--- src/tread_pkg.sv ---
package tread_pkg;
  localparam int CLK_HZ = 10000000;
  localparam int BAUD = 4800;
  localparam int BIT_CYC = CLK_HZ / BAUD;
  localparam int HALF_CYC = BIT_CYC / 2;
  localparam int LOSS_MS = 500;
  localparam int LOSS_CYC = CLK_HZ / 1000 * LOSS_MS;
  localparam int GUARD_MS = 3000;
  localparam int GUARD_CYC = CLK_HZ / 1000 * GUARD_MS;
  localparam int SILENT_MS = 20000;
  localparam int SILENT_CYC = CLK_HZ / 1000 * SILENT_MS;
  localparam int DATA_BITS = 8;
  localparam logic [7:0] CMD_START_ARM = 8'hA0;
  localparam logic [7:0] CMD_START_FREE = 8'hA1;
  localparam logic [7:0] CMD_STOP = 8'hA2;
  localparam logic [7:0] CMD_SPEED = 8'hA3;
  localparam logic [7:0] CMD_ELEV = 8'hA4;
  localparam logic [7:0] CMD_TIME = 8'hA5;
  localparam logic [7:0] CMD_PROTO = 8'hA6;
  localparam logic [7:0] CMD_STAGE = 8'hA7;
  localparam logic [7:0] CMD_RESET_TOT = 8'hA8;
  localparam logic [7:0] CMD_WEIGHT = 8'hA9;
  localparam logic [7:0] CMD_AUTO_STOP = 8'hAA;
  localparam logic [7:0] CMD_COOL = 8'hAB;
  localparam logic [7:0] CMD_ECHO = 8'hAC;
  localparam logic [7:0] ACK_OFFSET = 8'h10;
  localparam logic [7:0] ACK_RANGE = 8'hBE;
  localparam logic [7:0] ACK_ILLEGAL = 8'hBF;
  localparam logic [7:0] REQ_BELT = 8'hC0;
  localparam logic [7:0] REQ_ACT_SPEED = 8'hC1;
  localparam logic [7:0] REQ_ACT_ELEV = 8'hC2;
  localparam logic [7:0] REQ_SET_SPEED = 8'hC3;
  localparam logic [7:0] REQ_SET_ELEV = 8'hC4;
  localparam logic [7:0] REQ_PROTO = 8'hC8;
  localparam logic [7:0] REQ_STAGE = 8'hC9;
  localparam logic [7:0] REQ_LAST = 8'hCD;
  localparam logic [7:0] BELT_STOPPED = 8'h31;
  localparam logic [7:0] BELT_ARMED = 8'h32;
  localparam logic [7:0] BELT_FREE = 8'h33;
  localparam logic [7:0] ASCII_ZERO = 8'h30;
  localparam logic [7:0] ASCII_NINE = 8'h39;
  localparam logic [7:0] ASCII_FIVE = 8'h35;
  localparam logic [2:0] LEN_FOUR = 3'h4;
  localparam logic [2:0] LEN_TWO = 3'h2;
  localparam logic [2:0] LEN_ONE = 3'h1;
  localparam logic [2:0] LEN_NONE = 3'h0;
  localparam logic [31:0] ZERO_FIELD = 32'h30303030;

  typedef struct packed {
    logic [31:0] actualSpeed;
    logic [31:0] actualElev;
  } meas_t;

  typedef struct packed {
    logic [31:0] setSpeed;
    logic [31:0] setElev;
    logic beltRun;
    logic lossArmed;
    logic echoOn;
  } ctrl_t;

  typedef enum logic [2:0] {
    ST_IDLE = 3'h0,
    ST_DATA = 3'h1,
    ST_SEND = 3'h2,
    ST_WAIT = 3'h3,
    ST_MUTE = 3'h4
  } cmd_state_t;
endpackage

--- src/uart_core.sv ---
`timescale 1ns/1ps
module uart_core
  import tread_pkg::*;
(
  // Clock and reset
  input wire logic clk,
  input wire logic reset,
  // Serial pins
  input wire logic rxPin,
  output logic txPin,
  // Received bytes
  output logic [7:0] rxData,
  output logic rxValid,
  // Bytes to send
  input wire logic [7:0] txData,
  input wire logic txStart,
  output logic txBusy
);
  logic sync1_r, sync2_r, sync1_nxt, sync2_nxt;
  logic rxAct_r, rxAct_nxt, rxValid_r, rxValid_nxt;
  logic [15:0] rxCnt_r, rxCnt_nxt, txCnt_r, txCnt_nxt;
  logic [3:0] rxBit_r, rxBit_nxt, txBit_r, txBit_nxt;
  logic [7:0] rxSh_r, rxSh_nxt, rxData_r, rxData_nxt;
  logic [9:0] txSh_r, txSh_nxt;
  logic txAct_r, txAct_nxt;

  assign rxData = rxData_r;
  assign rxValid = rxValid_r;
  assign txPin = txSh_r[0];
  assign txBusy = txAct_r;

  // Independent receiver and transmitter give full duplex
  always_comb begin
    sync1_nxt = rxPin;
    sync2_nxt = sync1_r;
    rxAct_nxt = rxAct_r;
    rxCnt_nxt = rxCnt_r;
    rxBit_nxt = rxBit_r;
    rxSh_nxt = rxSh_r;
    rxData_nxt = rxData_r;
    rxValid_nxt = 1'b0;
    if (!rxAct_r) begin
      if (!sync2_r) begin
        rxAct_nxt = 1'b1;
        rxCnt_nxt = 16'(HALF_CYC);
        rxBit_nxt = 4'h0;
      end
    end else if (rxCnt_r != 16'h0000) begin
      rxCnt_nxt = rxCnt_r - 16'h0001;
    end else begin
      rxCnt_nxt = 16'(BIT_CYC - 1);
      rxBit_nxt = rxBit_r + 4'h1;
      if (rxBit_r == 4'h0) begin
        if (sync2_r) rxAct_nxt = 1'b0;
      end else if (rxBit_r <= 4'(DATA_BITS)) begin
        rxSh_nxt = {sync2_r, rxSh_r[7:1]};
      end else begin
        rxAct_nxt = 1'b0;
        if (sync2_r) begin
          rxData_nxt = rxSh_r;
          rxValid_nxt = 1'b1;
        end
      end
    end
    txAct_nxt = txAct_r;
    txCnt_nxt = txCnt_r;
    txBit_nxt = txBit_r;
    txSh_nxt = txSh_r;
    if (!txAct_r) begin
      if (txStart) begin
        txAct_nxt = 1'b1;
        txSh_nxt = {1'b1, txData, 1'b0};
        txCnt_nxt = 16'(BIT_CYC - 1);
        txBit_nxt = 4'h0;
      end
    end else if (txCnt_r != 16'h0000) begin
      txCnt_nxt = txCnt_r - 16'h0001;
    end else begin
      txCnt_nxt = 16'(BIT_CYC - 1);
      txSh_nxt = {1'b1, txSh_r[9:1]};
      txBit_nxt = txBit_r + 4'h1;
      if (txBit_r == 4'(DATA_BITS + 1)) txAct_nxt = 1'b0;
    end
  end

  always_ff @(posedge clk) begin
    if (reset) begin
      sync1_r <= 1'b1;
      sync2_r <= 1'b1;
      rxAct_r <= 1'b0;
      rxCnt_r <= 16'h0000;
      rxBit_r <= 4'h0;
      rxSh_r <= 8'h00;
      rxData_r <= 8'h00;
      rxValid_r <= 1'b0;
      txAct_r <= 1'b0;
      txCnt_r <= 16'h0000;
      txBit_r <= 4'h0;
      txSh_r <= 10'h3FF;
    end else begin
      sync1_r <= sync1_nxt;
      sync2_r <= sync2_nxt;
      rxAct_r <= rxAct_nxt;
      rxCnt_r <= rxCnt_nxt;
      rxBit_r <= rxBit_nxt;
      rxSh_r <= rxSh_nxt;
      rxData_r <= rxData_nxt;
      rxValid_r <= rxValid_nxt;
      txAct_r <= txAct_nxt;
      txCnt_r <= txCnt_nxt;
      txBit_r <= txBit_nxt;
      txSh_r <= txSh_nxt;
    end
  end
endmodule

--- src/treadmill_cmd.sv ---
`timescale 1ns/1ps
// How it works
// [RULE_01] Serial link is 4800 baud, 8 data bits, no parity, one stop, full duplex.
// [RULE_02] Bytes go out only as a reply, after the command is executed.
// [RULE_03] A0 starts belt with loss stop armed; reply B0.
// [RULE_04] A1 starts belt with loss stop disarmed; reply B1.
// [RULE_05] A2 stops belt; AA zeroes set points, stops belt, replies BA.
// [RULE_06] AB zeroes set points, belt keeps running; reply BB.
// [RULE_07] A3 takes four ASCII bytes of new speed; reply B3.
// [RULE_08] Speeds are four ASCII decimal digits, most significant first.
// [RULE_09] A4 takes four ASCII bytes of elevation; reply B4.
// [RULE_10] Elevation last digit must be '0' or '5', else reply BE.
// [RULE_11] Unknown command byte gets reply BF.
// [RULE_12] A5 to A9 accepted with data, no action; queries give zero.
// [RULE_13] Replies B5 to B9 carry zero data.
// [RULE_14] C0 to CD answered D0 to DD; D1 to D4 carry four bytes.
// [RULE_15] Belt status: 31h stopped, 32h armed run, 33h free run.
// [RULE_16] C5 to CD replies always carry zero data.
// [RULE_17] D8 and D9 carry two bytes, other data replies four; the code sends D0 with one byte.
// [RULE_18] Echo flag clear at reset; AC toggles it, reply BC.
// [RULE_19] With echo on, the received command string follows each reply.
// [RULE_20] Armed belt stops if no command within 0.5 s.
// [RULE_21] Start commands within 3 s of zero found are rejected.
// [RULE_22] After a rejection, starts rejected until reset, stop or 20 s silence.
// [RULE_23] Start during zero search makes device mute until timeout or stop.
// [RULE_24] Non-digit numeric byte answers BE, set points unchanged.
module treadmill_cmd
  import tread_pkg::*;
#(
  parameter int LOSS_LIMIT = LOSS_CYC,
  parameter int GUARD_LIMIT = GUARD_CYC,
  parameter int SILENT_LIMIT = SILENT_CYC
)
(
  // Clock and reset
  input wire logic clk,
  input wire logic reset,
  // Serial pins
  input wire logic rxPin,
  output logic txPin,
  // Status from the rest of the control board
  input wire logic zeroFound,
  input wire meas_t meas,
  // Control outputs
  output ctrl_t ctrl,
  output logic startRejected,
  output logic muted
);
  logic [7:0] rxData, txData;
  logic rxValid, txStart, txBusy;

  uart_core uart (
    .clk(clk),
    .reset(reset),
    .rxPin(rxPin),
    .txPin(txPin),
    .rxData(rxData),
    .rxValid(rxValid),
    .txData(txData),
    .txStart(txStart),
    .txBusy(txBusy)
  ); // RULE_01

  function automatic logic [2:0] inLen(input logic [7:0] c);
    case (c)
      CMD_SPEED, CMD_ELEV, CMD_TIME, CMD_WEIGHT: inLen = LEN_FOUR;
      CMD_PROTO, CMD_STAGE: inLen = LEN_TWO;
      default: inLen = LEN_NONE;
    endcase
  endfunction

  function automatic logic isDigit(input logic [7:0] b);
    isDigit = (b >= ASCII_ZERO) && (b <= ASCII_NINE);
  endfunction

  ////////////////////////////////////////////////////////////
  cmd_state_t state_r, state_nxt;
  logic [7:0] cmd_r, cmd_nxt;
  logic [31:0] dat_r, dat_nxt;
  logic [2:0] cnt_r, cnt_nxt;
  logic bad_r, bad_nxt;
  logic [7:0] buf_r [0:10];
  logic [7:0] buf_nxt [0:10];
  logic [3:0] len_r, len_nxt, idx_r, idx_nxt;
  ctrl_t ctrl_r, ctrl_nxt;
  logic [31:0] lossCnt_r, lossCnt_nxt, guardCnt_r, guardCnt_nxt, silentCnt_r, silentCnt_nxt;
  logic reject_r, reject_nxt, mute_r, mute_nxt, zeroSeen_r, zeroSeen_nxt;
  logic zs1_r, zs2_r;
  logic [7:0] reply;
  logic [31:0] field;
  logic [2:0] flen, ilen;
  logic cmdDone, isStop;

  assign ctrl = ctrl_r;
  assign startRejected = reject_r;
  assign muted = mute_r;
  assign txData = buf_r[idx_r];
  assign txStart = (state_r == ST_SEND) && !txBusy;

  always_comb begin
    state_nxt = state_r;
    cmd_nxt = cmd_r;
    dat_nxt = dat_r;
    cnt_nxt = cnt_r;
    bad_nxt = bad_r;
    buf_nxt = buf_r;
    len_nxt = len_r;
    idx_nxt = idx_r;
    ctrl_nxt = ctrl_r;
    reject_nxt = reject_r;
    mute_nxt = mute_r;
    zeroSeen_nxt = zeroSeen_r | zs2_r;
    cmdDone = 1'b0;
    reply = ACK_ILLEGAL;
    field = ZERO_FIELD;
    flen = LEN_NONE;
    ilen = inLen(cmd_r);
    isStop = (rxData == CMD_STOP) || (rxData == CMD_AUTO_STOP);
    // Silence counters run always; any received byte restarts them
    lossCnt_nxt = rxValid ? 32'h0 : lossCnt_r + 32'h1;
    silentCnt_nxt = rxValid ? 32'h0 : silentCnt_r + 32'h1;
    // Guard runs once from the first zero report, then saturates so starts stay open
    guardCnt_nxt = (zeroSeen_r && guardCnt_r < 32'(GUARD_LIMIT)) ? guardCnt_r + 32'h1 : guardCnt_r;
    if (ctrl_r.beltRun && ctrl_r.lossArmed && lossCnt_r >= 32'(LOSS_LIMIT)) begin
      ctrl_nxt.beltRun = 1'b0; // RULE_20
      ctrl_nxt.lossArmed = 1'b0;
    end
    if (silentCnt_r >= 32'(SILENT_LIMIT)) begin
      reject_nxt = 1'b0; // RULE_22
      mute_nxt = 1'b0; // RULE_23
    end
    case (state_r)
      ST_IDLE: begin
        if (rxValid) begin
          cmd_nxt = rxData;
          cnt_nxt = inLen(rxData);
          dat_nxt = 32'h0;
          bad_nxt = 1'b0;
          if (inLen(rxData) == LEN_NONE) cmdDone = 1'b1;
          else state_nxt = ST_DATA; // RULE_07 RULE_09
        end
      end
      ST_DATA: begin
        if (rxValid) begin
          dat_nxt = {dat_r[23:0], rxData}; // RULE_08
          // One bad digit is remembered so a whole speed or elevation field is refused
          if (!isDigit(rxData)) bad_nxt = 1'b1;
          cnt_nxt = cnt_r - 3'h1;
          if (cnt_r == 3'h1) cmdDone = 1'b1;
        end
      end
      ST_SEND: begin
        // Bytes arriving now are dropped; the host must wait for the full reply
        if (!txBusy) begin
          idx_nxt = idx_r + 4'h1;
          state_nxt = (idx_r + 4'h1 == len_r) ? ST_IDLE : ST_WAIT;
        end
      end
      ST_WAIT: begin
        if (!txBusy) state_nxt = ST_SEND;
      end
      ST_MUTE: begin
        // Only a stop byte is acted on here, and it gets no reply
        if (rxValid && isStop) begin
          mute_nxt = 1'b0; // RULE_23
          ctrl_nxt.beltRun = 1'b0;
        end
        if (!mute_nxt) state_nxt = ST_IDLE;
      end
      default: state_nxt = ST_IDLE;
    endcase
    // Execute first, then build the reply, so reply reflects new state
    if (cmdDone) begin
      if (state_r == ST_IDLE) cmd_nxt = rxData;
      ilen = inLen(cmd_nxt);
      case (cmd_nxt)
        CMD_START_ARM, CMD_START_FREE: begin
          reply = cmd_nxt + ACK_OFFSET;
          if (!zeroSeen_r) begin
            mute_nxt = 1'b1; // RULE_23
          end else if (reject_r || guardCnt_r < 32'(GUARD_LIMIT)) begin
            reject_nxt = 1'b1; // RULE_21 RULE_22
            reply = ACK_RANGE;
          end else begin
            ctrl_nxt.beltRun = 1'b1; // RULE_03 RULE_04
            ctrl_nxt.lossArmed = (cmd_nxt == CMD_START_ARM);
          end
        end
        CMD_STOP, CMD_AUTO_STOP: begin
          ctrl_nxt.beltRun = 1'b0; // RULE_05
          ctrl_nxt.lossArmed = 1'b0;
          reject_nxt = 1'b0; // RULE_22
          if (cmd_nxt == CMD_AUTO_STOP) begin
            ctrl_nxt.setSpeed = ZERO_FIELD;
            ctrl_nxt.setElev = ZERO_FIELD;
          end
          reply = cmd_nxt + ACK_OFFSET;
        end
        CMD_COOL: begin
          ctrl_nxt.setSpeed = ZERO_FIELD; // RULE_06
          ctrl_nxt.setElev = ZERO_FIELD;
          reply = cmd_nxt + ACK_OFFSET;
        end
        CMD_SPEED, CMD_ELEV: begin
          reply = cmd_nxt + ACK_OFFSET;
          if (bad_nxt || !isDigit(rxData)) reply = ACK_RANGE; // RULE_24
          else if (cmd_nxt == CMD_ELEV && rxData != ASCII_ZERO && rxData != ASCII_FIVE) reply = ACK_RANGE; // RULE_10
          else if (cmd_nxt == CMD_SPEED) ctrl_nxt.setSpeed = dat_nxt; // RULE_07
          else ctrl_nxt.setElev = dat_nxt; // RULE_09
        end
        CMD_TIME, CMD_PROTO, CMD_STAGE, CMD_RESET_TOT, CMD_WEIGHT: begin
          reply = cmd_nxt + ACK_OFFSET; // RULE_12
          field = ZERO_FIELD; // RULE_13
          flen = LEN_FOUR;
        end
        CMD_ECHO: begin
          ctrl_nxt.echoOn = !ctrl_r.echoOn; // RULE_18
          reply = cmd_nxt + ACK_OFFSET;
        end
        default: begin
          if (cmd_nxt >= REQ_BELT && cmd_nxt <= REQ_LAST) begin
            reply = cmd_nxt + ACK_OFFSET; // RULE_14
            flen = (cmd_nxt == REQ_PROTO || cmd_nxt == REQ_STAGE) ? LEN_TWO : LEN_FOUR; // RULE_17
            case (cmd_nxt)
              REQ_BELT: begin
                flen = LEN_ONE;
                field = {24'h0, !ctrl_r.beltRun ? BELT_STOPPED :
                         ctrl_r.lossArmed ? BELT_ARMED : BELT_FREE}; // RULE_15
              end
              REQ_ACT_SPEED: field = meas.actualSpeed;
              REQ_ACT_ELEV: field = meas.actualElev;
              REQ_SET_SPEED: field = ctrl_r.setSpeed;
              REQ_SET_ELEV: field = ctrl_r.setElev;
              default: field = ZERO_FIELD; // RULE_16
            endcase
          end else begin
            reply = ACK_ILLEGAL; // RULE_11
          end
        end
      endcase
      // Reply, data (most significant first), then optional echo
      buf_nxt[0] = reply; // RULE_02
      // Echo slots are filled even with echo off, later slots keep stale bytes; only len of them are sent
      for (int i = 0; i < 4; i++) begin
        if (i < 32'(flen)) buf_nxt[1 + i] = field[8 * (32'(flen) - 1 - i) +: 8];
      end
      buf_nxt[1 + flen] = cmd_nxt;
      for (int i = 0; i < 4; i++) begin
        if (i < 32'(ilen)) buf_nxt[2 + flen + i] = dat_nxt[8 * (32'(ilen) - 1 - i) +: 8];
      end
      len_nxt = 4'(1 + flen);
      if (ctrl_nxt.echoOn || cmd_nxt == CMD_ECHO && ctrl_r.echoOn) begin
        len_nxt = 4'(2 + flen) + 4'(ilen); // RULE_19
      end
      idx_nxt = 4'h0;
      state_nxt = mute_nxt ? ST_MUTE : ST_SEND;
    end
  end

  ////////////////////////////////////////////////////////////
  always_ff @(posedge clk) begin
    if (reset) begin
      state_r <= ST_IDLE;
      cmd_r <= 8'h00;
      dat_r <= 32'h0;
      cnt_r <= 3'h0;
      bad_r <= 1'b0;
      for (int i = 0; i < 11; i++) buf_r[i] <= 8'h00;
      len_r <= 4'h0;
      idx_r <= 4'h0;
      ctrl_r <= {ZERO_FIELD, ZERO_FIELD, 3'h0}; // RULE_18
      lossCnt_r <= 32'h0;
      guardCnt_r <= 32'h0;
      silentCnt_r <= 32'h0;
      reject_r <= 1'b0;
      mute_r <= 1'b0;
      zeroSeen_r <= 1'b0;
      zs1_r <= 1'b0;
      zs2_r <= 1'b0;
    end else begin
      state_r <= state_nxt;
      cmd_r <= cmd_nxt;
      dat_r <= dat_nxt;
      cnt_r <= cnt_nxt;
      bad_r <= bad_nxt;
      buf_r <= buf_nxt;
      len_r <= len_nxt;
      idx_r <= idx_nxt;
      ctrl_r <= ctrl_nxt;
      lossCnt_r <= lossCnt_nxt;
      guardCnt_r <= guardCnt_nxt;
      silentCnt_r <= silentCnt_nxt;
      reject_r <= reject_nxt;
      mute_r <= mute_nxt;
      zeroSeen_r <= zeroSeen_nxt;
      zs1_r <= zeroFound;
      zs2_r <= zs1_r;
    end
  end
endmodule

--- config.mk ---
export PLATFORM = sky130hd
export DESIGN_NAME = treadmill_cmd
export DESIGN_NICKNAME = d
export VERILOG_FILES = /design/src/tread_pkg.sv /design/src/uart_core.sv /design/src/treadmill_cmd.sv
export SDC_FILE = /design/constraint.sdc
export NUM_CORES = 1
export LEC_CHECK = 0
export BUFFER_PORTS_ARGS = -buffer_cell sky130_fd_sc_hd__buf_2
export CAP_MARGIN = 30
export CORE_MARGIN = 5
export CORE_UTILIZATION = 35
export DETAILED_ROUTE_END_ITERATION = 8
export PLACE_DENSITY = 0.5
export SYNTH_ARGS = -nofsm -noshare
export SYNTH_HDL_FRONTEND = slang
export SYNTH_HIERARCHICAL = 1
export SYNTH_SLANG_ARGS = --single-unit
--- constraint.sdc ---
create_clock -name clk -period 12.6 [get_ports clk]
set_input_delay 1.89 -clock clk [delete_from_list [all_inputs] [get_ports clk]]
set_output_delay 1.89 -clock clk [all_outputs]
set_load 0.01 [all_outputs]
==> results.yml, run 1 <==
run_status:
  status: "finished clean"
drt:
  routed.top_layer: "met4"
  wl_met3_microns: 13300
  drc: 0
  wl_met2_microns: 52120
  viasPerCell: 6.415
  num_vias: 27300
  wl_met1_microns: 50790
  first_pass_iters: 7
  ant_nets: 0
  postRouteWirelength_microns: 123200
  routedWlPerCell_microns: 28.95
  drt_iter0_markers: 3109
power:
  combPwrFrac_pct: 5.2
  pwr-share-clk_pct: 50.7
  power_density_nw_per_um2: 99.87
  ir_worst_vdd_mv: 0.09255
  netSwitchingFraction_pct: 25.18
  power.leakage_uw: 0.01029
  p_int_uw: 2096
  p_sw_uw: 705.4
  power.share.sequential_pct: 44.1
sta:
  post-route-period-util_pct: 66.40
  finClkSkew_ns: 0.03034
  layout_setup_ws_ns: 4.234
  slew_viol_final: 0
  slew_headroom_pct: 28.58
  fin_tns_setup_ns: 0
  period_needed_ns: 8.366
  finalSetupViolations: 0
  whs_ns: 0.4045
  max_freq_mhz: 119.5
  rsz0062_at_grt: "no"
  final_hold_viol_count: 0
  tightest_slew_ns: 1.071
clocking:
  cts_tree: "built"
  numCtsBuffers: 48
  htree_num_levels: 2
  cts_setup_buffers: 0
  clkSlewWorstSetupHoldPaths_ns: 0.07
  cts_resized: 0
  clock-root-buffer: "clkbuf_16"
  max-clock-path-buffers: 3
  cts_hold_buf: 0
  clock_latency_ns: 0.63
  clock_sinks: 381
floorplan:
  die_w_microns: 275.4
  die_h_microns: 275.4
  rows: 97
  start_util_pct: 35.26
  die-area_sq_um: 75830
  core_area_sq_um: 69910
  pin_count: 138
placement:
  place_ws_ns: 4.543
  portBuffers: 137
  place_area_sq_um: 26390
  hpwl_microns: 88080
  gp_routability_congestion: 1.024
critical_path:
  required_ns: 13.12
  crit_chain: "buf_4, nor3_4, buf_4, mux2i_1, clkinv_1, ha_1, and3b_1, mux2_2, o21ai_0, nor2_2, clkinv_1, ha_1, nand2b_1, clkinv_1, mux2i_1, o22ai_1, a2111oi_2"
  cp_data_arrival_time_ns: 8.89
  critPathMostFrequentCell: "clkinv_1"
  slowest_stage: "mux2i_1"
  max_stage_delay_ns: 1.01
  rr_worst_depth: 17
  path_max_fanout: 47
  cp-start-kind: "register"
  criticalPathCategory: "register to register"
  end_kind: "register"
global_route:
  grt_max_degree: 169
  overflow: 0
  antenna_found_initial: 5
  first_global_vias: 25170
  grt_pass1_wl_microns: 176100
  grt_usage_pct: 31.00
synthesis:
  synthFlopType: "dfxtp_1"
  synth_cell_type_count: 100
  syn-cell-area_sq_um: 24650
  synthCells: 3227
  synth_edf_count: 0
  ys_seq_area_share_pct: 30.94
  synthesis.nets: 3334
  ys_warn_count: 6
  syn_avg_cell_area_sq_um: 7.638
  synth-seq-cells: 381
  synth_async_sr_flop_share_pct: 0
finish:
  drive_above_1_share_pct: 13.13
  final_area_sq_um: 28050
  utilization_pct: 40.12
  ff_latch_area_sq_um: 7629
  final_cell_mix: "dfxtp_1 (380), nand2_1 (369), nor2_1 (350)"
  area_growth_pct: 13.79
  multi_input_area_sq_um: 15840
  nets: 3376
  fillers: 7306
  layout_commonest_cell: "dfxtp_1"
hold_path:
  hp-class: "register to register"
  min_path_cells: 1
flow_run:
  cap_violations: 0
## power by group through the flow
stage | Sequential, uW | Combinational (uW) | Clock [uW]
after floorplan | 1250 | 109 | 0
after global placement | 1260 | 142 | 0
after detailed placement | 1260 | 145 | 0
after CTS | 1230 | 145 | 1450
after global routing | 1240 | 161 | 1500
final | 1230 | 147 | 1420
## final cells by class
class | count | share of cell area (%)
Multi-Input combinational cell | 2528 | 56.47
Timing Repair Buffer | 231 | 5.206
Tap cell | 940 | 4.193
Antenna cell | 10 | 0.08922
Inverter | 79 | 1.057
Clock inverter | 13 | 0.5487
Sequential cell | 381 | 27.20
Clock buffer | 74 | 5.237
## Yosys cell counts, types with 25 or more instances
master      n  area, sq um
mux2i_1    92        920.9
nor4_1     36        225.2
or3_1      36        225.2
dfxtp_1   381         7627
ha_1       38        475.5
nand4_1    40        250.2
nor2b_1    28        175.2
o21ai_0   172        860.8
clkbuf_1  192        720.7
nand2b_1   25        156.4
a22oi_1    26        195.2
xnor2_1    29        254.0
and2_1     37        231.5
xor2_1     61        534.3
o211ai_1   74        555.5
nor3_1     81        405.4
nand3_1   117        585.6
nor2_1    351         1318
nand2_1   369         1385
and3_1     78        488.0
o22ai_1    31        193.9
mux2_2     46        518.0
a21oi_1   241         1206
a211oi_1   59        442.9
a31oi_1    39        244.0
inv_1      69        259.0
## kinds of logic after synthesis
family | Yosys count | synth area share [%]
buffers and inverters | 318 | 5.107
adders and majority gates | 39 | 2.010
DFF | 381 | 30.94
AOI/OAI and AO/OA | 950 | 26.15
muxes | 156 | 7.406
and+or+nand+nor | 1292 | 25.12
xor gates and xnor gates | 91 | 3.264
## sequential cells by signal, indices dropped and copies added (netlist names), 3 cells and up, named ones only
register and flops:
buf_r 88, ctrl 67, dat_r 32, guardCnt_r 32, lossCnt_r 32, silentCnt_r 32
uart/rxCnt_r 16, uart/txCnt_r 16, uart/txSh_r 9, uart/rxData 8, uart/rxSh_r 8, idx_r 4
len_r 4, uart/rxBit_r 4, uart/txBit_r 4, cnt_r 3, state_r 3
## per-layer routing
layer,up-vias,GRT usage (%)
met3,354,8.675
li1,12040,-
met5,-,0.3851
met4,0,14.90
met2,1652,46.09
met1,13260,41.44
## worst max-delay path, delay by kind of cell (launching register included)
kind | cells | cell delay, ns
compound gates | 3 | 0.88
flops | 1 | 0.29
buf+inv | 5 | 2.76
fa+ha+maj | 2 | 1.30
mux | 3 | 1.89
simple gates | 4 | 1.12
## final timing paths
path | from | end | slack [ns]
min reg2reg | uart/sync1_r | uart/sync2_r | 0.40
max | state_r[0] | buf_r[50] | 4.23
min | uart/sync1_r | uart/sync2_r | 0.40
max reg2reg | state_r[0] | buf_r[50] | 4.23
## through the flow
step                      total power, uW  cells
after global routing                 2893   4248
after CTS                            2828   4244
after detailed placement             1405   4157
final                                2801   4256
after global placement               1402   4143
after floorplan                      1364   3227
Power figures use the tool's default switching activity.
==> run 2: changes to the inputs <==
--- a/config.mk
+++ b/config.mk
@@ -5,6 +5,7 @@
 export SDC_FILE = /design/constraint.sdc
 export NUM_CORES = 1
 export LEC_CHECK = 0
+export ABC_AREA = 1
 export BUFFER_PORTS_ARGS = -buffer_cell sky130_fd_sc_hd__buf_2
 export CAP_MARGIN = 30
 export CORE_MARGIN = 5
==> constraint.sdc (replaced) <==
create_clock -name clk -period 7.88 [get_ports clk]
set_input_delay 1.182 -clock clk [delete_from_list [all_inputs] [get_ports clk]]
set_output_delay 1.182 -clock clk [all_outputs]
set_load 0.01 [all_outputs]
==> results.yml, run 2 <==
synthesis:
  synth_top_family_by_area: "simple AND/OR/NAND/NOR gates"
  ys_seq_area_share_pct: 29.26
  synth_edf_count: 0
  synth_top_area_share_pct: 29.26
  synth_common_cells: "nand2_1 (1170), inv_1 (601), o21ai_0 (490)"
  synth_compound_area_share_pct: 19.50
  synth_mux_area_share_pct: 0
  synthFlopType: "dfxtp_1"
  syn_avg_cell_area_sq_um: 5.977
  syn-cell-area_sq_um: 26070
  synth_async_sr_flop_share_pct: 0
  ys_warn_count: 6
  synthesis.nets: 4468
  synth-xor-area-share_pct: 1.042
  synth-seq-cells: 381
  yosys.area_share.adder_pct: 1.901
  synth_area_leaders: "dfxtp_1 (29%), nand2_1 (17%), o21ai_0 (9.4%), inv_1 (8.7%), nor2_1 (6.7%)"
  synth_most_common_cell: "nand2_1"
  synthSimpleGateAreaFrac_pct: 36.19
  synth_cell_type_count: 57
  synthCells: 4361
  yosys.area.top_type: "dfxtp_1"
sta:
  tightest_slew_ns: 1.116
  layout_setup_ws_ns: 0.3468
  post-route-period-util_pct: 95.60
  max_freq_mhz: 132.7
  final_hold_viol_count: 0
  slew_viol_final: 0
  fin_tns_setup_ns: 0
  slew_headroom_pct: 25.34
  finClkSkew_ns: 0.02246
  finalSetupViolations: 0
  rsz0062_at_grt: "no"
  period_needed_ns: 7.533
clocking:
  cts_resized: 0
  clock-root-buffer: "clkbuf_16"
  cts_hold_buf: 0
  cts_tree: "built"
  cts_setup_buffers: 0
  htree_num_levels: 2
  clkSlewWorstSetupHoldPaths_ns: 0.06
  clock_sinks: 381
  numCtsBuffers: 47
  clock_latency_ns: 0.62
  max-clock-path-buffers: 3
global_route:
  grt_max_degree: 100
  antenna_found_initial: 1
  first_global_vias: 26820
  overflow: 0
  grt_pass1_wl_microns: 170100
  grt_usage_pct: 27.09
placement:
  hpwl_microns: 83400
  place_ws_ns: 0.7527
  portBuffers: 137
  gp_routability_congestion: 1.050
flow_run:
  cap_violations: 0
critical_path:
  path_max_fanout: 27
  cp-start-kind: "register"
  end_kind: "register"
  criticalPathCategory: "register to register"
  slowest_stage: "a21oi_1"
  cp_data_arrival_time_ns: 8.05
  max_stage_delay_ns: 0.81
  required_ns: 8.40
  critPathMostFrequentCell: "nand2_1"
power:
  power.share.sequential_pct: 44.0
  pwr-share-clk_pct: 50.9
  p_int_uw: 3334
  finalPower_uw: 4442
  netSwitchingFraction_pct: 24.96
  power_density_nw_per_um2: 152.4
  combPwrFrac_pct: 5.1
  p_sw_uw: 1109
  power.leakage_uw: 0.01291
  ir_worst_vdd_mv: 0.1462
floorplan:
  rows: 100
  core_area_sq_um: 74200
  die-area_sq_um: 80040
  pin_count: 138
  die_w_microns: 282.9
  start_util_pct: 35.13
  die_h_microns: 282.9
hold_path:
  hp-class: "register to register"
finish:
  ff_latch_area_sq_um: 7627
  area_growth_pct: 11.86
  largest_reg_flops: 88
  nets: 4533
  fillers: 8209
  final_cell_mix: "nand2_1 (1170), inv_1 (601), o21ai_0 (490)"
  layout_commonest_cell: "nand2_1"
  top_register: "buf_r"
  multi_input_area_sq_um: 15310
  drive_above_1_share_pct: 9.215
run_status:
  status: "finished clean"
drt:
  viasPerCell: 5.371
  num_vias: 29160
  first_pass_iters: 6
  drc: 0
  drt_iter0_markers: 3169
  postRouteWirelength_microns: 114200
  routedWlPerCell_microns: 21.04
  ant_nets: 0
run 2: cell count changes after synthesis, sizes merged, moves of 92 or more:
cell   before   now
inv        72   621
mux2i      92     0
nand2     369  1215
nand3     117   288
nor2      352   508
o21ai     187   524
run 2: logic make-up (layout without fill, tap and decap cells):
logic type / after synthesis / count (layout)
xor gates and xnor gates: 31 / 31
AOI/OAI and AO/OA: 934 / 934
buffers and inverters: 803 / 902
and+or+nand+nor: 2173 / 2173
other: 0 / 1
DFF: 381 / 381
adders and majority gates: 39 / 39
run 2: worst paths after layout:
kind,to,slack (ns),depth (start not counted),from
worst min-delay path,guardCnt_r[29],0.42,2,guardCnt_r[29]
worst min register to register,guardCnt_r[29],0.42,2,guardCnt_r[29]
worst max-delay path,buf_r[81],0.35,26,state_r[0]
worst max register to register,buf_r[81],0.35,26,state_r[0]
run 2: power groups by stage:
stage / registers, uW / logic (uW) / clock network, uW
after global placement: 2000 / 230 / 0
after detailed placement: 2000 / 230 / 0
after floorplan: 1990 / 169 / 0
final: 1950 / 229 / 2260
after global routing: 1950 / 258 / 2390
after CTS: 1950 / 231 / 2320
run 2: area by class of cell:
class | instances | area share (%)
Timing Repair Buffer | 181 | 3.514
Inverter | 638 | 8.252
Clock buffer | 71 | 4.652
Clock inverter | 12 | 0.7595
Multi-Input combinational cell | 3177 | 52.50
Antenna cell | 1 | 0.008582
Tap cell | 969 | 4.158
Sequential cell | 381 | 26.16
run 2: worst max-delay path, delay by kind of cell, from the launching register on:
family | cells | cell delay, ns
AO/OA/AOI/OAI | 2 | 1.05
AND/OR/NAND/NOR | 15 | 2.21
adder cells (fa/ha/maj) | 2 | 1.04
flip-flops | 1 | 0.35
buffers and inverters | 7 | 2.77
run 2: through the flow:
step | instances | utilization [%] | hold WS (ns) | area [sq um]
after global routing | 5429 | 39.30 | 0.4296 | 29160
after global placement | 5339 | 37.09 | 0.4115 | 27520
after CTS | 5428 | 39.29 | 0.4230 | 29150
after floorplan | 4361 | - | 0.3883 | 26070
final | 5430 | 39.30 | 0.4223 | 29160
after detailed placement | 5345 | 37.16 | 0.4095 | 27570
run 2: per-layer routing:
metal / share of wire [%] / global-route usage (%) / up-vias
li1: - / - / 14190
met1: 43 / 36.54 / 13370
met2: 41 / 40.78 / 1279
met3: 8.9 / 5.659 / 325
met4: 6.4 / 14.24 / 0
met5: 0 / 0 / -
